File: src/hw/qpc_pkg.sv
// Contract
// First byte top nibble: device type, must match
// Low address bits must equal strap pins
// Master sends address bits 3:2 as zero
// Second byte: opcode, preset select, pot select
// Preset select binary value picks slot 0-3
// Four 6-bit wipers, each one-hot over 64 taps
// Power-up loads each wiper from slot zero
// Four presets per pot, save within 5ms
// Preset save starts when chip select rises
// Write-pending status bit high during save
// Opcodes read/write wiper and read/write preset
// Single transfers preset-to-wiper and wiper-to-preset
// Global transfers need pot select zero
// Step opcode with preset select zero
// Status read: opcode 0101, selectors 00/01
// Read/write/status commands are three bytes
// Transfers are two bytes, ended by chip select
// Wiper reaches taps after response delay
// Step: input high moves up, low down
// Stepping saturates at taps 0 and 63
// MSB first, sampled on rising clock edge
package qpc_pkg;
   // Arbitrary type code; both ends must be built with the same value
   localparam logic [3:0] QPC_TYPE_DEFAULT = 4'hA;
   typedef enum logic [3:0] {
      QPC_OP_ALL_TO_WIPER = 4'h1,
      QPC_OP_STEP = 4'h2,
      QPC_OP_STATUS = 4'h5,
      QPC_OP_ALL_TO_PRESET = 4'h8,
      QPC_OP_READ_WIPER = 4'h9,
      QPC_OP_WRITE_WIPER = 4'hA,
      QPC_OP_READ_PRESET = 4'hB,
      QPC_OP_WRITE_PRESET = 4'hC,
      QPC_OP_PRESET_TO_WIPER = 4'hD,
      QPC_OP_WIPER_TO_PRESET = 4'hE
   } qpc_op_t;
   localparam logic [4:0] QPC_CNT_ADDR_LAST = 5'h07;
   localparam logic [4:0] QPC_CNT_INSTR_LAST = 5'h0F;
   localparam logic [4:0] QPC_CNT_TWO = 5'h10;
   localparam logic [4:0] QPC_CNT_DATA_LAST = 5'h17;
   localparam logic [4:0] QPC_CNT_THREE = 5'h18;
   localparam logic [4:0] QPC_CNT_OVER = 5'h19;
   localparam logic [1:0] QPC_SEL_ZERO = 2'h0;
   localparam logic [1:0] QPC_STATUS_POT = 2'h1;
   localparam logic [5:0] QPC_PRESET_INIT = 6'h00;
   localparam logic [5:0] QPC_TAP_TOP = 6'h3F;
   localparam logic [5:0] QPC_TAP_BOTTOM = 6'h00;
   localparam int QPC_CLK_MHZ = 200;
   localparam int QPC_CLK_PERIOD_NS = 5;
   localparam int QPC_NV_WRITE_TIME_NS = 5000000;
   localparam int QPC_NV_WRITE_CYCLES = QPC_NV_WRITE_TIME_NS * QPC_CLK_MHZ / 1000;
   localparam int QPC_WIPER_DELAY_NS = 1000;
   localparam int QPC_WIPER_DELAY_CYCLES = QPC_WIPER_DELAY_NS * QPC_CLK_MHZ / 1000;
   localparam int QPC_SCK_PERIOD_NS = 80;
   localparam int QPC_SCK_HALF_CYCLES = QPC_SCK_PERIOD_NS / (2 * QPC_CLK_PERIOD_NS);
   localparam logic [31:0] QPC_CTRL_OFS = 32'h00000000;
   localparam logic [31:0] QPC_STATUS_OFS = 32'h00000004;
   localparam int QPC_CTRL_INSTR_LSB = 0;
   localparam int QPC_CTRL_DATA_LSB = 8;
   localparam int QPC_CTRL_TARGET_LSB = 16;
   localparam int QPC_CTRL_STEPS_LSB = 24;
   localparam int QPC_STAT_BUSY_BIT = 0;
   localparam int QPC_STAT_DONE_BIT = 1;
   localparam int QPC_STAT_RX_LSB = 8;
   localparam logic [31:0] QPC_CTRL_RESET = 32'h00000000;

   // Serial clocks per command: three bytes, two bytes, or 16 plus steps
   function automatic logic [8:0] qpc_cmd_bits(input logic [3:0] op,
                                                input logic [7:0] steps);
      logic [8:0] n;
      n = 9'h010;
      if (op == QPC_OP_READ_WIPER || op == QPC_OP_WRITE_WIPER || op == QPC_OP_STATUS ||
          op == QPC_OP_READ_PRESET || op == QPC_OP_WRITE_PRESET)
         n = 9'h018;
      else if (op == QPC_OP_STEP)
         n = 9'h010 + {1'b0, steps};
      return n;
   endfunction
endpackage

File: src/hw/qpc_link_if.sv
`timescale 1ns/10ps
interface qpc_link_if;
   logic cs_n;
   logic sck;
   logic si;
   logic so;
   logic so_oe;
   modport master (output cs_n, output sck, output si, input so);
   modport device (input cs_n, input sck, input si, output so, output so_oe);
endinterface

File: src/hw/qpc_device.sv
`timescale 1ns/10ps
module qpc_device #(
   parameter int NV_WRITE_CYCLES = qpc_pkg::QPC_NV_WRITE_CYCLES,
   parameter logic [3:0] DEVICE_TYPE = qpc_pkg::QPC_TYPE_DEFAULT // Arbitrary value
) (
   input wire logic clk_in, // 200 MHz core clock
   input wire logic rst_in, // Async, active high
   qpc_link_if.device link, // Serial link
   input wire logic [1:0] strap_address_bits_in, // Address straps
   output logic [3:0][63:0] tap_select_out, // One-hot taps per pot
   output logic nv_write_pending_out // Save in progress
);
   import qpc_pkg::*;

   localparam int NVW = $clog2(NV_WRITE_CYCLES + 1);
   localparam int DLW = $clog2(QPC_WIPER_DELAY_CYCLES + 1);

   if (NV_WRITE_CYCLES < 1) begin : g_chk
      $error("NV_WRITE_CYCLES must be at least 1");
   end

   typedef enum logic [4:0] {
      QPC_RECALL = 5'h01,
      QPC_IDLE = 5'h02,
      QPC_RECV = 5'h04,
      QPC_STEP = 5'h08,
      QPC_IGNORE = 5'h10
   } qpc_dev_state_t;

   qpc_dev_state_t state_reg;
   logic [4:0] meta_reg;
   logic [4:0] sync_reg;
   logic sck_d_reg;
   logic cs_d_reg;
   logic [4:0] cnt_reg;
   logic [7:0] shift_reg;
   logic [7:0] instr_reg;
   logic [7:0] out_reg;
   logic so_oe_reg;
   logic [5:0] pend_reg;
   logic [3:0][5:0] wiper_reg;
   logic [3:0][3:0][5:0] preset_reg;
   logic nv_start_reg;
   logic nv_busy_reg;
   logic [NVW-1:0] nv_timer_reg;

   logic cs_n_s;
   logic sck_s;
   logic si_s;
   logic sck_rise;
   logic sck_fall;
   logic cs_rise;
   logic cs_fall;
   logic [7:0] byte_in;
   qpc_op_t op;
   logic [1:0] rsel;
   logic [1:0] psel;

   // Command legality; while a save runs only the status read is served
   function automatic logic cmd_ok(input logic [7:0] ins, input logic busy);
      logic ok;
      ok = 1'b0;
      unique case (ins[7:4])
         QPC_OP_READ_WIPER, QPC_OP_WRITE_WIPER, QPC_OP_STEP:
            ok = (ins[3:2] == QPC_SEL_ZERO);
         QPC_OP_READ_PRESET, QPC_OP_WRITE_PRESET,
         QPC_OP_PRESET_TO_WIPER, QPC_OP_WIPER_TO_PRESET:
            ok = 1'b1;
         QPC_OP_ALL_TO_WIPER, QPC_OP_ALL_TO_PRESET:
            ok = (ins[1:0] == QPC_SEL_ZERO);
         QPC_OP_STATUS:
            ok = (ins[3:2] == QPC_SEL_ZERO) && (ins[1:0] == QPC_STATUS_POT);
         default:
            ok = 1'b0;
      endcase
      return ok && (!busy || ins[7:4] == QPC_OP_STATUS);
   endfunction

   // Pins pass two flops before any use
   always_ff @(posedge clk_in or posedge rst_in)
   begin
      if (rst_in)
      begin
         meta_reg <= 5'h10;
         sync_reg <= 5'h10;
         sck_d_reg <= 1'b0;
         cs_d_reg <= 1'b1;
      end
      else
      begin
         meta_reg <= {link.cs_n, link.sck, link.si, strap_address_bits_in};
         sync_reg <= meta_reg;
         sck_d_reg <= sync_reg[3];
         cs_d_reg <= sync_reg[4];
      end
   end

   assign cs_n_s = sync_reg[4];
   assign sck_s = sync_reg[3];
   assign si_s = sync_reg[2];
   assign sck_rise = sck_s & ~sck_d_reg;
   assign sck_fall = ~sck_s & sck_d_reg;
   assign cs_rise = cs_n_s & ~cs_d_reg;
   assign cs_fall = ~cs_n_s & cs_d_reg;
   assign byte_in = {shift_reg[6:0], si_s};
   assign op = qpc_op_t'(instr_reg[7:4]);
   assign rsel = instr_reg[3:2];
   assign psel = instr_reg[1:0];

   always_ff @(posedge clk_in or posedge rst_in)
   begin
      if (rst_in)
      begin
         state_reg <= QPC_RECALL;
         cnt_reg <= 5'h00;
         shift_reg <= 8'h00;
         instr_reg <= 8'h00;
         out_reg <= 8'h00;
         so_oe_reg <= 1'b0;
         pend_reg <= QPC_PRESET_INIT;
         wiper_reg <= {4{QPC_PRESET_INIT}};
         preset_reg <= {16{QPC_PRESET_INIT}};
         nv_start_reg <= 1'b0;
      end
      else
      begin
         nv_start_reg <= 1'b0;
         unique case (state_reg)
            QPC_RECALL:
            begin
               for (int i = 0; i < 4; i++)
                  wiper_reg[i] <= preset_reg[i][0];
               state_reg <= QPC_IDLE;
            end
            QPC_IDLE:
            begin
               if (cs_fall)
               begin
                  state_reg <= QPC_RECV;
                  cnt_reg <= 5'h00;
               end
            end
            QPC_RECV:
            begin
               if (cs_rise)
               begin
                  state_reg <= QPC_IDLE;
                  so_oe_reg <= 1'b0;
                  // Two-byte commands act only on an exact byte count
                  if (cnt_reg == QPC_CNT_TWO)
                  begin
                     unique case (op)
                        QPC_OP_PRESET_TO_WIPER:
                           wiper_reg[psel] <= preset_reg[psel][rsel];
                        QPC_OP_WIPER_TO_PRESET:
                        begin
                           preset_reg[psel][rsel] <= wiper_reg[psel];
                           nv_start_reg <= 1'b1;
                        end
                        QPC_OP_ALL_TO_WIPER:
                           for (int i = 0; i < 4; i++)
                              wiper_reg[i] <= preset_reg[i][rsel];
                        QPC_OP_ALL_TO_PRESET:
                        begin
                           for (int i = 0; i < 4; i++)
                              preset_reg[i][rsel] <= wiper_reg[i];
                           nv_start_reg <= 1'b1;
                        end
                        default:
                           ;
                     endcase
                  end
                  if (cnt_reg == QPC_CNT_THREE && op == QPC_OP_WRITE_PRESET)
                  begin
                     preset_reg[psel][rsel] <= pend_reg;
                     nv_start_reg <= 1'b1;
                  end
               end
               else if (sck_rise)
               begin
                  shift_reg <= byte_in;
                  if (cnt_reg != QPC_CNT_OVER)
                     cnt_reg <= cnt_reg + 5'h01;
                  if (cnt_reg == QPC_CNT_ADDR_LAST &&
                      (byte_in[7:4] != DEVICE_TYPE || byte_in[1:0] != sync_reg[1:0]))
                     state_reg <= QPC_IGNORE;
                  if (cnt_reg == QPC_CNT_INSTR_LAST)
                  begin
                     instr_reg <= byte_in;
                     so_oe_reg <= 1'b0;
                     if (!cmd_ok(byte_in, nv_busy_reg))
                        state_reg <= QPC_IGNORE;
                     else if (byte_in[7:4] == QPC_OP_STEP)
                        state_reg <= QPC_STEP;
                     else if (byte_in[7:4] == QPC_OP_READ_WIPER)
                     begin
                        out_reg <= {2'h0, wiper_reg[byte_in[1:0]]};
                        so_oe_reg <= 1'b1;
                     end
                     else if (byte_in[7:4] == QPC_OP_READ_PRESET)
                     begin
                        out_reg <= {2'h0, preset_reg[byte_in[1:0]][byte_in[3:2]]};
                        so_oe_reg <= 1'b1;
                     end
                     else if (byte_in[7:4] == QPC_OP_STATUS)
                     begin
                        out_reg <= {7'h00, nv_busy_reg};
                        so_oe_reg <= 1'b1;
                     end
                  end
                  if (cnt_reg == QPC_CNT_DATA_LAST)
                  begin
                     if (op == QPC_OP_WRITE_WIPER)
                        wiper_reg[psel] <= byte_in[5:0];
                     pend_reg <= byte_in[5:0];
                  end
               end
               else if (sck_fall && cnt_reg > QPC_CNT_TWO && cnt_reg < QPC_CNT_THREE)
                  out_reg <= {out_reg[6:0], 1'b0};
            end
            QPC_STEP:
            begin
               if (cs_rise)
                  state_reg <= QPC_IDLE;
               else if (sck_rise)
               begin
                  if (si_s && wiper_reg[psel] != QPC_TAP_TOP)
                     wiper_reg[psel] <= wiper_reg[psel] + 6'h01;
                  else if (!si_s && wiper_reg[psel] != QPC_TAP_BOTTOM)
                     wiper_reg[psel] <= wiper_reg[psel] - 6'h01;
               end
            end
            QPC_IGNORE:
            begin
               if (cs_rise)
                  state_reg <= QPC_IDLE;
            end
            default:
               state_reg <= QPC_IDLE;
         endcase
      end
   end

   // Save timer: bounded by the longest allowed save time
   always_ff @(posedge clk_in or posedge rst_in)
   begin
      if (rst_in)
      begin
         nv_busy_reg <= 1'b0;
         nv_timer_reg <= '0;
      end
      else if (nv_start_reg)
      begin
         nv_busy_reg <= 1'b1;
         nv_timer_reg <= '0;
      end
      else if (nv_busy_reg)
      begin
         if (nv_timer_reg == NVW'(NV_WRITE_CYCLES - 1))
            nv_busy_reg <= 1'b0;
         else
            nv_timer_reg <= nv_timer_reg + NVW'(1);
      end
   end

   // Taps follow the wiper only after the response delay; a change
   // during the wait restarts nothing, the newest value is applied
   for (genvar p = 0; p < 4; p++) begin : g_pot
      logic [5:0] applied_reg;
      logic [DLW-1:0] dly_reg;
      always_ff @(posedge clk_in or posedge rst_in)
      begin
         if (rst_in)
         begin
            applied_reg <= QPC_PRESET_INIT;
            dly_reg <= '0;
            tap_select_out[p] <= 64'h0000000000000001;
         end
         else
         begin
            tap_select_out[p] <= 64'h0000000000000001 << applied_reg;
            if (applied_reg == wiper_reg[p])
               dly_reg <= '0;
            else if (dly_reg == DLW'(QPC_WIPER_DELAY_CYCLES - 1))
            begin
               applied_reg <= wiper_reg[p];
               dly_reg <= '0;
            end
            else
               dly_reg <= dly_reg + DLW'(1);
         end
      end
   end

   assign link.so = out_reg[7];
   assign link.so_oe = so_oe_reg;
   assign nv_write_pending_out = nv_busy_reg;
endmodule

File: src/flat_wrapper.sv
// flat-port wrapper written by rule: the top's interface ports become plain ports
module qpc_device_flat import qpc_pkg::*;
#(
   parameter int NV_WRITE_CYCLES = qpc_pkg::QPC_NV_WRITE_CYCLES,
   parameter logic [3:0] DEVICE_TYPE = qpc_pkg::QPC_TYPE_DEFAULT                   
)
  (clk_in, rst_in, strap_address_bits_in, tap_select_out, nv_write_pending_out, link_cs_n, link_sck, link_si, link_so, link_so_oe);
  qpc_link_if link_i ();
  input wire logic clk_in;
  input wire logic rst_in;
  input wire logic [1:0] strap_address_bits_in;
  output logic [3:0][63:0] tap_select_out;
  output logic nv_write_pending_out;
  input wire logic [$bits(link_i.cs_n)-1:0] link_cs_n;
  input wire logic [$bits(link_i.sck)-1:0] link_sck;
  input wire logic [$bits(link_i.si)-1:0] link_si;
  output wire logic [$bits(link_i.so)-1:0] link_so;
  output wire logic [$bits(link_i.so_oe)-1:0] link_so_oe;
  assign link_i.cs_n = link_cs_n;
  assign link_i.sck = link_sck;
  assign link_i.si = link_si;
  assign link_so = link_i.so;
  assign link_so_oe = link_i.so_oe;
  qpc_device #(.NV_WRITE_CYCLES(NV_WRITE_CYCLES), .DEVICE_TYPE(DEVICE_TYPE)) u_core (.clk_in(clk_in), .rst_in(rst_in), .link(link_i), .strap_address_bits_in(strap_address_bits_in), .tap_select_out(tap_select_out), .nv_write_pending_out(nv_write_pending_out));
endmodule
File: config.mk
export PLATFORM = sky130hd
export DESIGN_NAME = qpc_device_flat
export DESIGN_NICKNAME = d
export VERILOG_FILES = /design/src/hw/qpc_pkg.sv /design/src/hw/qpc_link_if.sv /design/src/hw/qpc_device.sv /design/src/flat_wrapper.sv
export SDC_FILE = /design/constraint.sdc
export NUM_CORES = 2
export LEC_CHECK = 0
export ABC_CLOCK_PERIOD_IN_PS = 22100
export BUFFER_PORTS_ARGS = -buffer_cell sky130_fd_sc_hd__buf_2
export CORE_UTILIZATION = 50
export CTS_BUF_LIST = sky130_fd_sc_hd__clkbuf_8
export CTS_CLUSTER_DIAMETER = 200
export DETAILED_ROUTE_END_ITERATION = 10
export PLACE_DENSITY_LB_ADDON = 0.1
export SYNTH_ARGS = -nofsm -noshare
export SYNTH_HDL_FRONTEND = slang
export SYNTH_SLANG_ARGS = --single-unit
File: constraint.sdc
create_clock -name clk_in -period 22.1 [get_ports clk_in]
set_input_delay 0 -clock clk_in [delete_from_list [all_inputs] [get_ports clk_in]]
set_output_delay 0 -clock clk_in [all_outputs]
set_load 0.1 [all_outputs]
==> run_results.csv <==
group,metric,value,unit
run_status,status,"finished clean",
power,power,1.82,mW
clock_tree,cts.sinks,506,
detailed_routing,routed_wl,79800,um
detailed_routing,drc,0,
setup_path,reg2reg_depth,11,
cells_and_area,drive_gt1_frac,0.208,
power,peakVddDrop,49.2,uV
floorplan,start_util,0.508,
synth,synthDistinctLibCells,97,
global_route,antenna_found_initial,1,
clock_tree,post-cts-setup-buffers,0,
setup_path,arrival,4.28,ns
detailed_routing,first_pass_iters,6,
timing,post-route-period-util,0.167,
detailed_routing,post_drt_wl_per_cell,22.6,um
power,pwr-share-clk,0.448,
global_route,grt_pass1_vias,20800,
detailed_routing,drtIter0Drc,2442,
setup_path,crit_required,22.69,ns
power,p_leak,14.8,nW
floorplan,fp.dieW,231,um
setup_path,reg2reg_from,"u_core.instr_reg[0]$_DFFE_PP0P_",
power,power.share.switching,0.238,
timing,worstMarginPinSlew,1.23,ns
placed_design,portBuffers,265,
setup_path,path_max_fanout,38,
placed_design,place_ws,18.45,ns
synth,yosys.area.top_type,"dfrtp_1",
timing,max-slew-margin-rel,0.177,
cells_and_area,final_cells,3527,
power,p_sw,0.433,mW
placed_design,place.gp.congestion,0.955,
setup_path,crit_path_end_kind,"flop",
detailed_routing,final_antenna_net_count,0,
setup_path,r2r-end,"u_core.wiper_reg[13]$_DFFE_PP0P_",
floorplan,core-area,51600,um^2
synth,synth_area_leaders,"dfrtp_1 (48%), mux2i_1 (8.2%), nor2_1 (5.1%)",
timing,fin_crit,3.69,ns
timing,setup_tns,0,ns
clock_tree,cts_tree,"done",
synth,syn_area_per_cell,10.1,um^2
global_route,grt_max_degree,170,
floorplan,rows,83,
cells_and_area,final_net_count,2801,
floorplan,die_h,231,um
cells_and_area,syn_to_final_growth,13.1,%
clock_tree,htree_levels,3,
synth,synth_edf_count,0,
timing,fmax,271,MHz
timing,finalSetupViolCount,0,
detailed_routing,routed-via-count,21500,
timing,finalMaxSlewViolations,0,
global_route,grt_first_pass_wirelength,123000,um
setup_path,crit_type,"reg -> reg",
cells_and_area,nFillCells,4450,
setup_path,start_kind,"flop",
power,internal_power,1.39,mW
floorplan,dieArea,53400,um^2
hold_path,hold_path_class,"in -> async",
power,power_density,61.4,nW/um^2
synth,synthCells,2596,
cells_and_area,largest_reg_flops,256,
clock_tree,cts_root_buf,"clkbuf_8",
setup_path,r2r_setup_slack,18.41,ns
global_route,grt-ovfl-total,0,
detailed_routing,via_per_inst,6.10,
synth,ys_seq_elements,506,
synth,yosys.area.top_type_share,0.475,
clock_tree,cts_buffer_depth,3,
placed_design,dp_hpwl,52700,um
synth,synth_nets,2615,
global_route,grt.total_usage,0.300,
synth,syn_area,26200,um^2
clock_tree,clkSlewWorstSetupHoldPaths,0.06,ns
power,seq_power_share,0.515,
setup_path,cp-endpoint,"u_core.wiper_reg[13]$_DFFE_PP0P_",
placed_design,dp_cells,3365,
setup_path,setup.worst_path.start,"u_core.instr_reg[0]$_DFFE_PP0P_",
clock_tree,clock_latency,0.69,ns
timing,skew,0.0320,ns
run,cap_violations,0,
timing,rsz0062_at_grt,"false",
synth,ys_seq_area_frac,0.483,
synth,synth_ff_type,"dfrtp_1",
clock_tree,cts_buffers,84,
timing,hold_viol,0,
floorplan,num_io_pins,266,
timing,setup_ws,18.41,ns
synth,async_reset_ff_frac,1.00,
synth,synth_warnings,0,
power,power_frac_comb,0.038,
-- kinds of logic after synthesis --
group	count (synthesis)	share of synthesized area
xor gates and xnor gates	69	0.0230
adders and majority gates	12	0.00573
muxes	330	0.158
buffers and inverters	243	0.0401
DFF	506	0.483
and+or+nand+nor	937	0.165
other	1	0.000143
AOI/OAI and AO/OA	498	0.125
-- stage by stage --
stage,instance area [um^2],utilization,hold WS (ns)
6_report,29700,0.575,0.0172
4_1_cts,29700,0.575,0.0274
5_1_grt,29700,0.575,0.0829
2_1_floorplan,26200,-,0.00448
3_5_place_dp,27900,0.540,0.108
3_3_place_gp,27900,0.540,0.105
-- cell type report --
| class | count | area (um^2) | share of cell area |
|---|---|---|---|
| Sequential cell | 506 | 12700 | 0.427 |
| Multi-Input combinational cell | 1847 | 12600 | 0.423 |
| Timing Repair Buffer | 322 | 1810 | 0.0609 |
| Clock buffer | 101 | 1390 | 0.0469 |
| Tap cell | 680 | 851 | 0.0287 |
| Clock inverter | 49 | 292 | 0.00983 |
| Inverter | 21 | 86.3 | 0.00291 |
| Antenna cell | 1 | 2.50 | 0.0000844 |
-- worst max-delay path, stage by stage (launching register included) --
cell and delay [ns]:
dfrtp_1 0.73, buf_4 0.38, mux4_2 0.87, inv_1 0.21, ha_1 0.16, nor2b_1 0.12
nand4b_1 0.11, o32a_1 0.21, nand3_1 0.08, buf_4 0.35, or2_4 0.22, o2bb2ai_1 0.12
-- worst min-delay path by stage --
stage / endpoint / from / slack, ns / cells past startpoint
3_3_place_gp: u_core.meta_reg[4]$_DFF_PP1_ / link_cs_n / 0.10 / 1
5_1_grt: u_core.tap_select_out[52]$_DFF_PP0_ / rst_in / 0.08 / 3
6_report: u_core.tap_select_out[52]$_DFF_PP0_ / rst_in / 0.02 / 3
4_1_cts: u_core.tap_select_out[52]$_DFF_PP0_ / rst_in / 0.03 / 3
2_1_floorplan: u_core.meta_reg[4]$_DFF_PP1_ / link_cs_n / 0.004 / 0
3_5_place_dp: u_core.meta_reg[4]$_DFF_PP1_ / link_cs_n / 0.11 / 1
-- cells in the mapped netlist (all sizes together) (8+ instances only) --
cell,n
a21o,97
a21oi,122
a221oi,8
a31oi,8
and2,8
and3,13
buf,91
clkbuf,131
dfrtp,498
dfstp,8
ha,12
inv,21
mux2,56
mux2i,215
mux4,59
nand2,296
nand2b,29
nand3,77
nand4,15
nand4b,10
nor2,356
nor2b,30
nor3,36
nor4,20
nor4bb,8
o211ai,10
o21ai,63
o22ai,102
o2bb2ai,16
or2,8
xnor2,35
xor2,34
-- repair_timing --
action,in CTS,in global routing
endpoints found under the hold margin,113,0
hold buffers,11,0
resized for setup,0,0
-- layer usage --
| layer | GRT usage | vias up | wire (um) |
|---|---|---|---|
| met5 | 0 | - | 0 |
| met4 | 0.158 | 0 | 4190 |
| met3 | 0.0652 | 272 | 7450 |
| met2 | 0.446 | 1122 | 35300 |
| met1 | 0.411 | 10600 | 32800 |
| li1 | - | 9568 | - |
-- power groups by stage --
stage                     clock [mW]  sequential [mW]  combinational, mW
after global placement             0            0.954             0.0666
final                          0.816            0.938             0.0688
after CTS                      0.840            0.937             0.0691
after global routing           0.882            0.937             0.0760
after detailed placement           0            0.954             0.0676
after floorplan                    0            0.951             0.0509
-- layout by cell type (no fill, tap or decap), drive strengths merged, types with 11 or more instances in the layout --
| cell | n |
|---|---|
| xor2 | 34 |
| nand2 | 296 |
| clkinv | 12 |
| and3 | 13 |
| mux4 | 59 |
| mux2i | 215 |
| dfrtp | 498 |
| nor2 | 356 |
| a21oi | 122 |
| a21o | 97 |
| clkbuf | 101 |
| nor4 | 20 |
| o21ai | 63 |
| dlygate4sd3 | 11 |
| ha | 12 |
| o22ai | 102 |
| o2bb2ai | 16 |
| inv | 54 |
| nand4 | 15 |
| xnor2 | 35 |
| buf | 311 |
| nor3 | 36 |
| mux2 | 56 |
| nand3 | 77 |
| nand2b | 29 |
| nor2b | 30 |
(Power assumes the default switching activity.)
